--- src/jfa_defines.svh ---
`ifndef JFA_DEFINES_SVH
`define JFA_DEFINES_SVH
// Summary of operation
// - One 16-bit address register locates every host flash read, program and erase.
// - Address increments by one after each read or program, pass or fail.
// - Data/status register is 10 bits, resets to zero, byte in bits 9:2.
// - Bit 1 is the fail flag of the previous flash operation.
// - Bit 0 is the busy flag, high while a request is processed.
// - The last register read or write issued while busy is held and run at the next capture that reads busy low.
// - Watchdog is held disabled while the processor is halted.
// - Peripherals keep running and stay synchronized during debug activity.
// - Control bit 7 steers host flash accesses to the scratchpad sector.
// - Write mode 001 programs the byte; mode 010 erases the page on 0xA5.
// - Read mode 0001 reads when idle; 0010 also needs the last byte collected.
// - Results return busy in bit 0, read data right-justified in 18:1.

// ------------------------------------------------------------
// Instruction codes
// ------------------------------------------------------------
`define JFA_IR_W 4
`define JFA_IR_CTRL 4'h4
`define JFA_IR_DATA 4'h5
`define JFA_IR_ADDR 4'h6
`define JFA_IR_BYPASS 4'hF
`define JFA_IR_CAPTURE 4'h1

// ------------------------------------------------------------
// Indirect command fields
// ------------------------------------------------------------
`define JFA_DR_W 20
`define JFA_OP_VALID_BIT 19
`define JFA_OP_WRITE_BIT 18
`define JFA_WDATA_W 18
`define JFA_BYTE_HI 17
`define JFA_BYTE_LO 10
`define JFA_ADDR_HI 17
`define JFA_ADDR_LO 2

// ------------------------------------------------------------
// Control register fields and modes
// ------------------------------------------------------------
`define JFA_CTRL_RST 8'h00
`define JFA_CTRL_SCRATCH_BIT 7
`define JFA_WRMD_HI 6
`define JFA_WRMD_LO 4
`define JFA_RDMD_HI 3
`define JFA_RDMD_LO 0
`define JFA_WRMD_PROGRAM 3'h1
`define JFA_WRMD_ERASE 3'h2
`define JFA_RDMD_BLOCK 4'h1
`define JFA_RDMD_SINGLE 4'h2
`define JFA_ERASE_KEY 8'hA5

// ------------------------------------------------------------
// Reset values
// ------------------------------------------------------------
`define JFA_ADDR_RST 16'h0000
`define JFA_BYTE_RST 8'h00
`endif

--- src/jfa_pkg.sv ---
package jfa_pkg;
	typedef enum logic [3:0] {
		TAP_RESET = 4'h0, TAP_IDLE = 4'h1, TAP_SEL_DR = 4'h2, TAP_CAP_DR = 4'h3,
		TAP_SHIFT_DR = 4'h4, TAP_EXIT1_DR = 4'h5, TAP_PAUSE_DR = 4'h6,
		TAP_EXIT2_DR = 4'h7, TAP_UPD_DR = 4'h8, TAP_SEL_IR = 4'h9,
		TAP_CAP_IR = 4'hA, TAP_SHIFT_IR = 4'hB, TAP_EXIT1_IR = 4'hC,
		TAP_PAUSE_IR = 4'hD, TAP_EXIT2_IR = 4'hE, TAP_UPD_IR = 4'hF
	} tap_state_t;

	typedef enum logic [1:0] {
		FL_READ = 2'h0,
		FL_PROGRAM = 2'h1,
		FL_ERASE = 2'h2
	} flash_op_t;

	typedef struct packed {
		flash_op_t op;
		logic scratch_sector_select;
		logic [15:0] addr;
		logic [7:0] wdata;
	} flash_req_t;
endpackage : jfa_pkg

--- src/jfa_pin_filter.sv ---
`timescale 1ns/100ps
module jfa_pin_filter #(
	parameter int WIDTH = 3
) (
	input wire logic clk,
	input wire logic rst_n,
	input wire logic [WIDTH-1:0] pin_in,
	output logic [WIDTH-1:0] level
);
	logic [WIDTH-1:0] s1_ff;
	logic [WIDTH-1:0] s2_ff;
	logic [WIDTH-1:0] s3_ff;
	logic [WIDTH-1:0] level_ff;

	always_ff @(posedge clk or negedge rst_n) begin
		if (!rst_n) begin
			s1_ff <= '0;
			s2_ff <= '0;
			s3_ff <= '0;
		end else begin
			s1_ff <= pin_in;
			s2_ff <= s1_ff;
			s3_ff <= s2_ff;
		end
	end

	// A change counts once stages two and three agree
	genvar i;
	for (i = 0; i < WIDTH; i++) begin : g_bit
		always_ff @(posedge clk or negedge rst_n) begin
			if (!rst_n)
				level_ff[i] <= 1'b0;
			else if (s2_ff[i] == s3_ff[i])
				level_ff[i] <= s3_ff[i];
		end
	end

	assign level = level_ff;
endmodule : jfa_pin_filter

--- src/jtag_flash_access_port.sv ---
`timescale 1ns/100ps
`include "jfa_defines.svh"
module jtag_flash_access_port
	import jfa_pkg::*;
(
	input wire logic clk,
	input wire logic rst_n,
	input wire logic tck,
	input wire logic tms,
	input wire logic tdi,
	output logic tdo,
	output logic tdo_oe,
	output logic fl_valid,
	output flash_req_t fl_req,
	input wire logic fl_done,
	input wire logic fl_fail,
	input wire logic [7:0] fl_rdata,
	input wire logic cpu_halted,
	output logic supervisory_timer_hold,
	output logic periph_run
);
	// ------------------------------------------------------------
	// Reset release
	// ------------------------------------------------------------
	logic [1:0] rst_pipe_ff;
	logic rst_sync_n;

	always_ff @(posedge clk or negedge rst_n) begin
		if (!rst_n)
			rst_pipe_ff <= 2'h0;
		else
			rst_pipe_ff <= {rst_pipe_ff[0], 1'b1};
	end
	assign rst_sync_n = rst_pipe_ff[1];

	// ------------------------------------------------------------
	// Pin sampling
	// ------------------------------------------------------------
	logic [2:0] pin_lvl;
	logic tck_prev_ff;
	logic tck_rise;
	logic tck_fall;
	logic tms_lvl;
	logic tdi_lvl;

	jfa_pin_filter #(.WIDTH(3)) u_pin_filter (
		.clk(clk),
		.rst_n(rst_sync_n),
		.pin_in({tck, tms, tdi}),
		.level(pin_lvl)
	);

	assign tms_lvl = pin_lvl[1];
	assign tdi_lvl = pin_lvl[0];
	assign tck_rise = pin_lvl[2] & ~tck_prev_ff;
	assign tck_fall = ~pin_lvl[2] & tck_prev_ff;

	always_ff @(posedge clk or negedge rst_sync_n) begin
		if (!rst_sync_n)
			tck_prev_ff <= 1'b0;
		else
			tck_prev_ff <= pin_lvl[2];
	end

	// ------------------------------------------------------------
	// Test access state machine
	// ------------------------------------------------------------
	tap_state_t tap_state_ff;
	tap_state_t nxt_tap_state;

	always_comb begin
		unique case (tap_state_ff)
			TAP_RESET: nxt_tap_state = tms_lvl ? TAP_RESET : TAP_IDLE;
			TAP_IDLE: nxt_tap_state = tms_lvl ? TAP_SEL_DR : TAP_IDLE;
			TAP_SEL_DR: nxt_tap_state = tms_lvl ? TAP_SEL_IR : TAP_CAP_DR;
			TAP_CAP_DR: nxt_tap_state = tms_lvl ? TAP_EXIT1_DR : TAP_SHIFT_DR;
			TAP_SHIFT_DR: nxt_tap_state = tms_lvl ? TAP_EXIT1_DR : TAP_SHIFT_DR;
			TAP_EXIT1_DR: nxt_tap_state = tms_lvl ? TAP_UPD_DR : TAP_PAUSE_DR;
			TAP_PAUSE_DR: nxt_tap_state = tms_lvl ? TAP_EXIT2_DR : TAP_PAUSE_DR;
			TAP_EXIT2_DR: nxt_tap_state = tms_lvl ? TAP_UPD_DR : TAP_SHIFT_DR;
			TAP_UPD_DR: nxt_tap_state = tms_lvl ? TAP_SEL_DR : TAP_IDLE;
			TAP_SEL_IR: nxt_tap_state = tms_lvl ? TAP_RESET : TAP_CAP_IR;
			TAP_CAP_IR: nxt_tap_state = tms_lvl ? TAP_EXIT1_IR : TAP_SHIFT_IR;
			TAP_SHIFT_IR: nxt_tap_state = tms_lvl ? TAP_EXIT1_IR : TAP_SHIFT_IR;
			TAP_EXIT1_IR: nxt_tap_state = tms_lvl ? TAP_UPD_IR : TAP_PAUSE_IR;
			TAP_PAUSE_IR: nxt_tap_state = tms_lvl ? TAP_EXIT2_IR : TAP_PAUSE_IR;
			TAP_EXIT2_IR: nxt_tap_state = tms_lvl ? TAP_UPD_IR : TAP_SHIFT_IR;
			TAP_UPD_IR: nxt_tap_state = tms_lvl ? TAP_SEL_DR : TAP_IDLE;
		endcase
	end

	always_ff @(posedge clk or negedge rst_sync_n) begin
		if (!rst_sync_n)
			tap_state_ff <= TAP_RESET;
		else if (tck_rise)
			tap_state_ff <= nxt_tap_state;
	end

	// ------------------------------------------------------------
	// Instruction and data shift paths
	// ------------------------------------------------------------
	logic [`JFA_IR_W-1:0] ir_sh_ff;
	logic [`JFA_IR_W-1:0] ir_ff;
	logic [`JFA_DR_W-1:0] dr_sh_ff;
	logic [`JFA_WDATA_W-1:0] rd_result_ff;
	logic busy_ff;
	logic ind_sel;
	logic cap_dr;
	logic upd_dr;

	assign ind_sel = (ir_ff == `JFA_IR_CTRL) || (ir_ff == `JFA_IR_DATA)
		|| (ir_ff == `JFA_IR_ADDR);
	assign cap_dr = tck_rise && (tap_state_ff == TAP_CAP_DR) && ind_sel;
	// Poll (0x) never updates; only 1x carries a read or write
	assign upd_dr = tck_rise && (tap_state_ff == TAP_UPD_DR) && ind_sel
		&& dr_sh_ff[`JFA_OP_VALID_BIT];

	always_ff @(posedge clk or negedge rst_sync_n) begin
		if (!rst_sync_n) begin
			ir_sh_ff <= '0;
			ir_ff <= `JFA_IR_BYPASS;
		end else if (tck_rise) begin
			unique case (tap_state_ff)
				TAP_RESET: ir_ff <= `JFA_IR_BYPASS;
				TAP_CAP_IR: ir_sh_ff <= `JFA_IR_CAPTURE;
				TAP_SHIFT_IR: ir_sh_ff <= {tdi_lvl, ir_sh_ff[`JFA_IR_W-1:1]};
				TAP_UPD_IR: ir_ff <= ir_sh_ff;
				default: ir_ff <= ir_ff;
			endcase
		end
	end

	always_ff @(posedge clk or negedge rst_sync_n) begin
		if (!rst_sync_n)
			dr_sh_ff <= '0;
		else if (tck_rise && tap_state_ff == TAP_CAP_DR)
			dr_sh_ff <= ind_sel ? {1'b0, rd_result_ff, busy_ff} : '0;
		else if (tck_rise && tap_state_ff == TAP_SHIFT_DR)
			dr_sh_ff <= ind_sel ? {tdi_lvl, dr_sh_ff[`JFA_DR_W-1:1]}
				: {{(`JFA_DR_W-1){1'b0}}, tdi_lvl};
	end

	logic tdo_ff;
	logic tdo_oe_ff;

	always_ff @(posedge clk or negedge rst_sync_n) begin
		if (!rst_sync_n) begin
			tdo_ff <= 1'b0;
			tdo_oe_ff <= 1'b0;
		end else if (tck_fall) begin
			tdo_ff <= (tap_state_ff == TAP_SHIFT_IR) ? ir_sh_ff[0] : dr_sh_ff[0];
			tdo_oe_ff <= (tap_state_ff == TAP_SHIFT_IR) || (tap_state_ff == TAP_SHIFT_DR);
		end
	end

	// ------------------------------------------------------------
	// Command queueing while busy
	// ------------------------------------------------------------
	logic pend_ff;
	logic pend_wr_ff;
	logic [`JFA_IR_W-1:0] pend_ir_ff;
	logic [`JFA_WDATA_W-1:0] pend_data_ff;
	logic go;
	logic go_wr;
	logic [`JFA_IR_W-1:0] go_ir;
	logic [`JFA_WDATA_W-1:0] go_data;
	logic [7:0] go_byte;

	// Commands held off while busy launch at the capture that reads busy low
	assign go = !busy_ff && (upd_dr || (cap_dr && pend_ff));
	assign go_wr = upd_dr ? dr_sh_ff[`JFA_OP_WRITE_BIT] : pend_wr_ff;
	assign go_ir = upd_dr ? ir_ff : pend_ir_ff;
	assign go_data = upd_dr ? dr_sh_ff[`JFA_WDATA_W-1:0] : pend_data_ff;
	assign go_byte = go_data[`JFA_BYTE_HI:`JFA_BYTE_LO];

	always_ff @(posedge clk or negedge rst_sync_n) begin
		if (!rst_sync_n) begin
			pend_ff <= 1'b0;
			pend_wr_ff <= 1'b0;
			pend_ir_ff <= '0;
			pend_data_ff <= '0;
		end else if (upd_dr && busy_ff) begin
			pend_ff <= 1'b1;
			pend_wr_ff <= dr_sh_ff[`JFA_OP_WRITE_BIT];
			pend_ir_ff <= ir_ff;
			pend_data_ff <= dr_sh_ff[`JFA_WDATA_W-1:0];
		end else if (go) begin
			pend_ff <= 1'b0;
		end
	end

	// ------------------------------------------------------------
	// Flash registers and sequencer
	// ------------------------------------------------------------
	logic [7:0] nvm_access_control_ff;
	logic [15:0] flash_target_pointer_ff;
	logic [7:0] data_byte_ff;
	logic fail_ff;
	logic collected_ff;
	flash_op_t cur_op_ff;
	logic fl_valid_ff;
	flash_req_t fl_req_ff;
	logic [2:0] write_action_select;
	logic [3:0] read_action_select;
	logic start;
	flash_op_t start_op;

	assign write_action_select = nvm_access_control_ff[`JFA_WRMD_HI:`JFA_WRMD_LO];
	assign read_action_select = nvm_access_control_ff[`JFA_RDMD_HI:`JFA_RDMD_LO];

	always_comb begin
		start = 1'b0;
		start_op = FL_READ;
		if (go && go_ir == `JFA_IR_DATA) begin
			if (go_wr) begin
				if (write_action_select == `JFA_WRMD_PROGRAM) begin
					start = 1'b1;
					start_op = FL_PROGRAM;
				end else if (write_action_select == `JFA_WRMD_ERASE
					&& go_byte == `JFA_ERASE_KEY) begin
					start = 1'b1;
					start_op = FL_ERASE;
				end
			end else begin
				start = (read_action_select == `JFA_RDMD_BLOCK)
					|| (read_action_select == `JFA_RDMD_SINGLE && collected_ff);
			end
		end
	end

	always_ff @(posedge clk or negedge rst_sync_n) begin
		if (!rst_sync_n) begin
			nvm_access_control_ff <= `JFA_CTRL_RST;
			flash_target_pointer_ff <= `JFA_ADDR_RST;
			data_byte_ff <= `JFA_BYTE_RST;
			fail_ff <= 1'b0;
			busy_ff <= 1'b0;
			collected_ff <= 1'b1;
			cur_op_ff <= FL_READ;
			rd_result_ff <= '0;
			fl_valid_ff <= 1'b0;
			fl_req_ff <= '0;
		end else begin
			fl_valid_ff <= start;
			if (start) begin
				busy_ff <= 1'b1;
				cur_op_ff <= start_op;
				fl_req_ff.op <= start_op;
				fl_req_ff.scratch_sector_select <=
					nvm_access_control_ff[`JFA_CTRL_SCRATCH_BIT];
				fl_req_ff.addr <= flash_target_pointer_ff;
				fl_req_ff.wdata <= go_byte;
			end else if (busy_ff && fl_done) begin
				busy_ff <= 1'b0;
				fail_ff <= fl_fail;
				if (cur_op_ff == FL_READ) begin
					data_byte_ff <= fl_rdata;
					collected_ff <= 1'b0;
				end
				if (cur_op_ff != FL_ERASE)
					flash_target_pointer_ff <= flash_target_pointer_ff + 16'h0001;
			end
			if (go) begin
				unique case (go_ir)
					`JFA_IR_CTRL: begin
						if (go_wr)
							nvm_access_control_ff <= go_byte;
						else
							rd_result_ff <= {10'h000, nvm_access_control_ff};
					end
					`JFA_IR_ADDR: begin
						if (go_wr)
							flash_target_pointer_ff <= go_data[`JFA_ADDR_HI:`JFA_ADDR_LO];
						else
							rd_result_ff <= {2'h0, flash_target_pointer_ff};
					end
					default: begin
						if (go_wr) begin
							data_byte_ff <= go_byte;
						end else begin
							rd_result_ff <= {8'h00, data_byte_ff, fail_ff, busy_ff};
							collected_ff <= 1'b1;
						end
					end
				endcase
			end
		end
	end

	// ------------------------------------------------------------
	// Debug halt side effects
	// ------------------------------------------------------------
	logic wdt_hold_ff;
	logic periph_run_ff;

	always_ff @(posedge clk or negedge rst_sync_n) begin
		if (!rst_sync_n) begin
			wdt_hold_ff <= 1'b0;
			periph_run_ff <= 1'b1;
		end else begin
			wdt_hold_ff <= cpu_halted;
			periph_run_ff <= 1'b1;
		end
	end

	assign tdo = tdo_ff;
	assign tdo_oe = tdo_oe_ff;
	assign fl_valid = fl_valid_ff;
	assign fl_req = fl_req_ff;
	assign supervisory_timer_hold = wdt_hold_ff;
	assign periph_run = periph_run_ff;
endmodule : jtag_flash_access_port

--- config.mk ---
export PLATFORM = sky130hd
export DESIGN_NAME = jtag_flash_access_port
export DESIGN_NICKNAME = d
export VERILOG_FILES = /design/src/jfa_pkg.sv /design/src/jfa_pin_filter.sv /design/src/jtag_flash_access_port.sv
export VERILOG_INCLUDE_DIRS = /design/src
export SDC_FILE = /design/constraint.sdc
export NUM_CORES = 1
export LEC_CHECK = 0
export BUFFER_PORTS_ARGS = -buffer_cell sky130_fd_sc_hd__buf_2
export CAP_MARGIN = 20
export CORE_MARGIN = 2
export CORE_UTILIZATION = 50
export DETAILED_ROUTE_END_ITERATION = 8
export GPL_TIMING_DRIVEN = 0
export PLACE_DENSITY = 0.68
export SYNTH_ARGS = -nofsm -noshare
export SYNTH_HDL_FRONTEND = slang
export SYNTH_SLANG_ARGS = --single-unit
export TNS_END_PERCENT = 1
--- constraint.sdc ---
create_clock -name clk -period 14.1 [get_ports clk]
set_input_delay 2.115 -clock clk [delete_from_list [all_inputs] [get_ports clk]]
set_output_delay 2.115 -clock clk [all_outputs]
set_load 0.02 [all_outputs]
# [Word level (Yosys, flattened, before mapping)]
# Index checks and enable logic that the tools add are counted.
[classes] n_addsub=1 eq_ne=30 muxes=57 bitwise=6 reduce_logical=35
[ops] cell="$mux 16" n=6
[ops] cell="$mux 18" n=4
[ops] cell="$mux 20" n=3
[ops] cell="$mux 8" n=6
[ops] cell="$pmux 4 s12" n=1
[ops] cell="$eq 4x3->1 const B" n=10
[ops] cell="$pmux 18 s2" n=1
[ops] cell="$eq 4x4->1 const B" n=8
[ops] cell="$mux 4" n=5
[ops] cell="$mux 1" n=19
[ops] cell="$mux 19" n=1
[ops] cell="$add 16x1->16 const B" n=1
[ops] cell="$pmux 4 s2" n=2
[ops] cell="$mux 2" n=7
[ops] cell="$logic_and 1x1->1" n=13
[ops] cell="$eq 4x2->1 const B" n=3
[ops] cell="$reduce_bool 2->1" n=5
[ops] cell="$eq 4x1->1 const B" n=2
[ops] cell="$eq 8x8->1 const B" n=1
[ops] cell="$reduce_and 2->1" n=4
[ops] cell="$mux 3" n=2
[ops] cell="$reduce_or 2->1" n=3
[ops] cell="$logic_or 1x1->1" n=5
[ops] cell="$logic_not 4->1" n=1
[ops] cell="10 further kinds" n=16
[word_totals] regBits=155 inputBits=16 out_inout_bits=32 word_cells=160

# [Longest topological paths before layout]
[logic_depth] ltp_word=16 ltp_mapped=9 mapped_depth_nobuf=6

# [By module]
# Synthesis repeated with hierarchy kept, for this count alone.
[hier_totals] hier_cells=589 hier_area_um2=7133.1
[by_module_without_submodules] module="jtag_flash_access_port" instances=1 cells_per_inst=574 area_each_um2=6799.0 seq_area_each_um2=3484.6
[by_module_without_submodules] module="jfa_pin_filter" instances=1 cells_per_inst=15 area_each_um2=334.1 seq_area_each_um2=300.3

# [Worst setup path after synthesis]
# OpenSTA, ideal clock, no wires.
[synth_timing] path_kind="input to register" startpoint="input fl_done" endpoint="register flash_target_pointer_ff[14]" setup_time_ns=0.136 arrival_ns=3.293 required_time_ns=13.964 slack_ns=10.671 path_stages=6 path_buffers=1 path_cell_list="nand2_1 -> or4_1 -> clkbuf_1 -> nor3_1 -> xnor2_1 -> mux2i_1"
[synth_via] elab_chain_len=6
[synth_rtl] item="start, declared" line="jtag_flash_access_port.sv:15" rtl="input wire logic fl_done,"
[synth_rtl] item="$logic_and 1x1->1 (*)" line="jtag_flash_access_port.sv:253" rtl="end else if (busy_ff && fl_done) begin"
[synth_rtl] item="$mux 16 (*)" line="jtag_flash_access_port.sv:253"
[synth_rtl] item="$mux 16 (*)" line="jtag_flash_access_port.sv:245" rtl="if (start) begin"
[synth_rtl] item="$mux 16" line="jtag_flash_access_port.sv:272" rtl="if (go_wr)"
[synth_rtl] item="$mux 16" line="jtag_flash_access_port.sv:264" rtl="unique case (go_ir)"
[synth_rtl] item="$mux 16 (*)" line="jtag_flash_access_port.sv:263" rtl="if (go) begin"
[synth_rtl] item="end signal, assigned" line="jtag_flash_access_port.sv:234" rtl="flash_target_pointer_ff <= `JFA_ADDR_RST;"
[synth_rtl] item="end signal, assigned" line="jtag_flash_access_port.sv:261" rtl="flash_target_pointer_ff <= flash_target_pointer_ff + 16'h0001;"
[synth_rtl] item="end signal, assigned" line="jtag_flash_access_port.sv:273" rtl="flash_target_pointer_ff <= go_data[`JFA_ADDR_HI:`JFA_ADDR_LO];"
[synth_rtl] item="end, declared" line="jtag_flash_access_port.sv:196" rtl="logic [15:0] flash_target_pointer_ff;"
# Every way passes the cells marked *; elsewhere a longest branch is shown, timed or not.
# A chain may end at the register's enable or synchronous reset.

# [Final worst setup path]
# Same ends and word-level chain as after synthesis.

==> impl_metrics.ini <==
[outcome]
run_status = finished clean

[clock_network]
post_cts.repair.setup_buffers = 0
tritoncts = done
clkSlewWorstSetupHoldPaths_ns = 0.06
cts.root.buffer_cell = sky130_fd_sc_hd__clkbuf_16
max-clock-path-buffers = 2
cts_buffers = 17
cts.sinks = 151
cts_hold_buffers = 0
ctsResizeCount = 0
cts_htree_levels = 4
insertion_delay_ns = 0.42

[setup_path]
cp_slowest_stage_delay_ns = 0.55
timing.rr.start = u_pin_filter.level[2]
crit_fanout = 6
endpoint_kind = flop
worst-endpoint-required_ns = 14.37
critical-path-slowest-cell = sky130_fd_sc_hd__or4_1
timing.critical_path.buf_inv = 2
worst_ep_arrival_time_ns = 3.72
setup.worst_path.start_class = input pin
cp_cell_sequence = buf_2, nand2_1, or4_1, clkbuf_1, nor3_1, xnor2_1, mux2i_1
worstSetupPathType = in -> reg
timing.critical_path.from = fl_done
critPathTopFamily = simple AND/OR/NAND/NOR gates

[detailed_routing]
vias = 5067
finalWirelength_mm = 16.6
ant_nets = 0
dr.pass1.iters = 7
detail_routed_via_count_per_cell = 5.87
drc = 0
drt_first_iter_violations = 312
drt-wirelength-per-cell_um = 19.3

[sta]
final.period_utilization_pct = 24.5
final-setup-viol-count = 0
grt_setup_unrepaired = false
postLayoutSetupSlackWorst_ns = 10.65
finalSetupTns_ns = 0
worst-slew-pin-transition_ns = 0.928
finalWorstPathRequiredPeriod_ns = 3.45
finalClockSkew_ns = 0.00619
finalHoldViolations = 0
drv_slew = 0
achievable-frequency_ghz = 0.290
relSlewSlack_pct = 37.6

[final_layout]
final_core_util_pct = 59.4
syn_to_final_growth_pct = 15.3
numnets_final = 688
post_route_cells_drive_above_1_share_pct = 26.2
multi_input_area_sq_um = 3140
sequential_cell_area_sq_um = 3790
stdcell_count = 863
filler_cell_count = 1140
insertedDiodeCount = 0

[placement]
hpwl_mm = 11.7
post-place-cells = 832
detailedPlace.worstSlack_ns = 10.27
portBuffers = 46
finalWeightedCongestion = 0.875

[grt]
grt_use_total_pct = 23.5
grt_remaining_overflow = 0
grt_max_degree = 69
most_used_layer_global_route = met2
groute.layer.met3.usage_pct = 4.62
grt_antenna_before_repair = 0
groute.layer.met1.usage_pct = 32.2
vias_in_the_first_global_route = 5024
grt_first_pass_wirelength_mm = 27.1
grt_util_met2_pct = 37.7

[synth]
fraction_of_the_yosys_area_taken_by_sequential_cells_pct = 52.8
ys_top_cells_by_area = sky130_fd_sc_hd__dfrtp_1, sky130_fd_sc_hd__mux2i_1, sky130_fd_sc_hd__mux2_2
syn-mean-instance-area_sq_um = 11.9
post_synth_edffs = 0
leading_cell_type_by_number_of_instances_after_synthesis = sky130_fd_sc_hd__dfrtp_1
syn_inst = 603
yosys_most_used_dff = sky130_fd_sc_hd__dfrtp_1
netlist.top_cell.by_area = sky130_fd_sc_hd__dfrtp_1
synth_top_cell_area_share_pct = 50.9
synthTopCellsByCount = sky130_fd_sc_hd__dfrtp_1, sky130_fd_sc_hd__mux2i_1, sky130_fd_sc_hd__mux2_2
synthesis.area_sq_um = 7170
ys_types = 59
synth-seq-cells = 151
total_number_of_yosys_warnings = 0
post_synthesis_async_set_or_reset_flop_share_pct = 100

[power]
p_per_cell_area_nw_per_um2 = 127
power_leakage_uw = 0.00396
net-switching-power_uw = 274
max-vdd-ir-drop_mv = 0.0792
swShare_pct = 26.1
p_int_uw = 777
power.clock.fraction_pct = 42.0
power.sequential.fraction_pct = 45.9
power.share.combinational_pct = 12.1

[die]
fp.dieArea_sq_um = 15300
num_rows = 43
ioPinCount = 48
start_util_pct = 51.5
die_boundary_height_um = 124
core_region_area_sq_um = 13900
floorplan.die.width_um = 124

[job]
maxCapViolations = 0

[worst_hold_path]
hp_class = reg -> async
==> power groups by stage <==
stage	clock network, uW	logic, uW	registers [uW]
after CTS	450	126	483
after detailed placement	0	125	489
after floorplan	0	87.5	489
final	442	127	482
after global placement	0	112	494
after global routing	464	141	486
==> state kept, by name, summed over array words and instances, names as in the netlist, 2 cells and up <==
register                 count
flash_target_pointer_ff     16
u_pin_filter.s1_ff           3
nvm_access_control_ff        8
dr_sh_ff                    20
data_byte_ff                 8
fl_req                      27
tap_state_ff                 4
pend_data_ff                16
u_pin_filter.level           3
rst_pipe_ff                  2
u_pin_filter.s3_ff           3
u_pin_filter.s2_ff           3
ir_ff                        4
rd_result_ff                16
ir_sh_ff                     4
pend_ir_ff                   4
==> per-stage QoR <==
stage | total power [uW] | instance area, sq um | hold WS, ns
after floorplan | 576 | 7180 | 0.331
after CTS | 1060 | 8270 | 0.319
after global routing | 1090 | 8270 | 0.347
after detailed placement | 614 | 7690 | 0.313
final | 1050 | 8270 | 0.301
after global placement | 606 | 7630 | 0.333
==> per-layer routing <==
metal,part of all wire [%],wire length [um]
met1,45,7530
met2,49,8070
met3,4.5,742
met4,1.7,289
met5,0,0
==> cells by family (layout without fill, tap and decap cells) <==
group	count (synthesis)	count (layout)	synth area share [%]
mux	132	132	20.0
buf+inv	49	128	3.56
xor+xnor	15	15	1.83
fa+ha+maj	4	4	0.593
other cells	1	2	0.0523
flops	151	151	52.8
compound gates	106	106	9.66
simple gates	145	145	11.6
==> worst paths after layout <==
path | end | cells after the start | slack [ns]
worst min-delay path | fl_req[7] | 0 | 0.30
max in group asynchronous | rst_pipe_ff[1] | 1 | 12.53
worst max register to register | dr_sh_ff[9] | 6 | 11.37
worst max-delay path | flash_target_pointer_ff[14] | 7 | 10.65
worst min register to register | fl_req[7] | 0 | 0.30
min in group clk | u_pin_filter.s2_ff[1] | 0 | 0.35
==> area by class of cell <==
cell class | instances | area share [%]
multi-input cells | 404 | 37.9
well taps | 180 | 2.72
repair buffers | 48 | 3.45
flip-flops and latches | 151 | 45.8
clock buffers | 24 | 6.19
clock inverters | 7 | 0.817
plain buffers | 38 | 2.59
inverters | 11 | 0.499
==> placed cells by master (no fill, tap or decap), types with 8 or more instances in the layout <==
cell                          n
sky130_fd_sc_hd__a21oi_1     21
sky130_fd_sc_hd__a31oi_1     13
sky130_fd_sc_hd__and3_1       8
sky130_fd_sc_hd__buf_2       54
sky130_fd_sc_hd__clkbuf_1    18
sky130_fd_sc_hd__clkbuf_16   17
sky130_fd_sc_hd__dfrtp_1    145
sky130_fd_sc_hd__inv_1       11
sky130_fd_sc_hd__mux2_2      55
sky130_fd_sc_hd__mux2i_1     70
sky130_fd_sc_hd__nand2_1     47
sky130_fd_sc_hd__nand3_1     13
sky130_fd_sc_hd__nand4_1     13
sky130_fd_sc_hd__nor2_1      11
sky130_fd_sc_hd__nor2b_1      9
sky130_fd_sc_hd__o21ai_0     35
sky130_fd_sc_hd__xnor2_1      8
==> worst reg2reg max path, cell delays in order (launching register included) <==
cell	delay (ns)
sky130_fd_sc_hd__dfrtp_1	0.45
sky130_fd_sc_hd__nor2b_1	0.28
sky130_fd_sc_hd__clkbuf_1	0.40
sky130_fd_sc_hd__nand2_1	0.51
sky130_fd_sc_hd__clkbuf_1	0.50
sky130_fd_sc_hd__mux2i_1	0.31
sky130_fd_sc_hd__o21ai_0	0.12
Power figures use the tool's default switching activity.
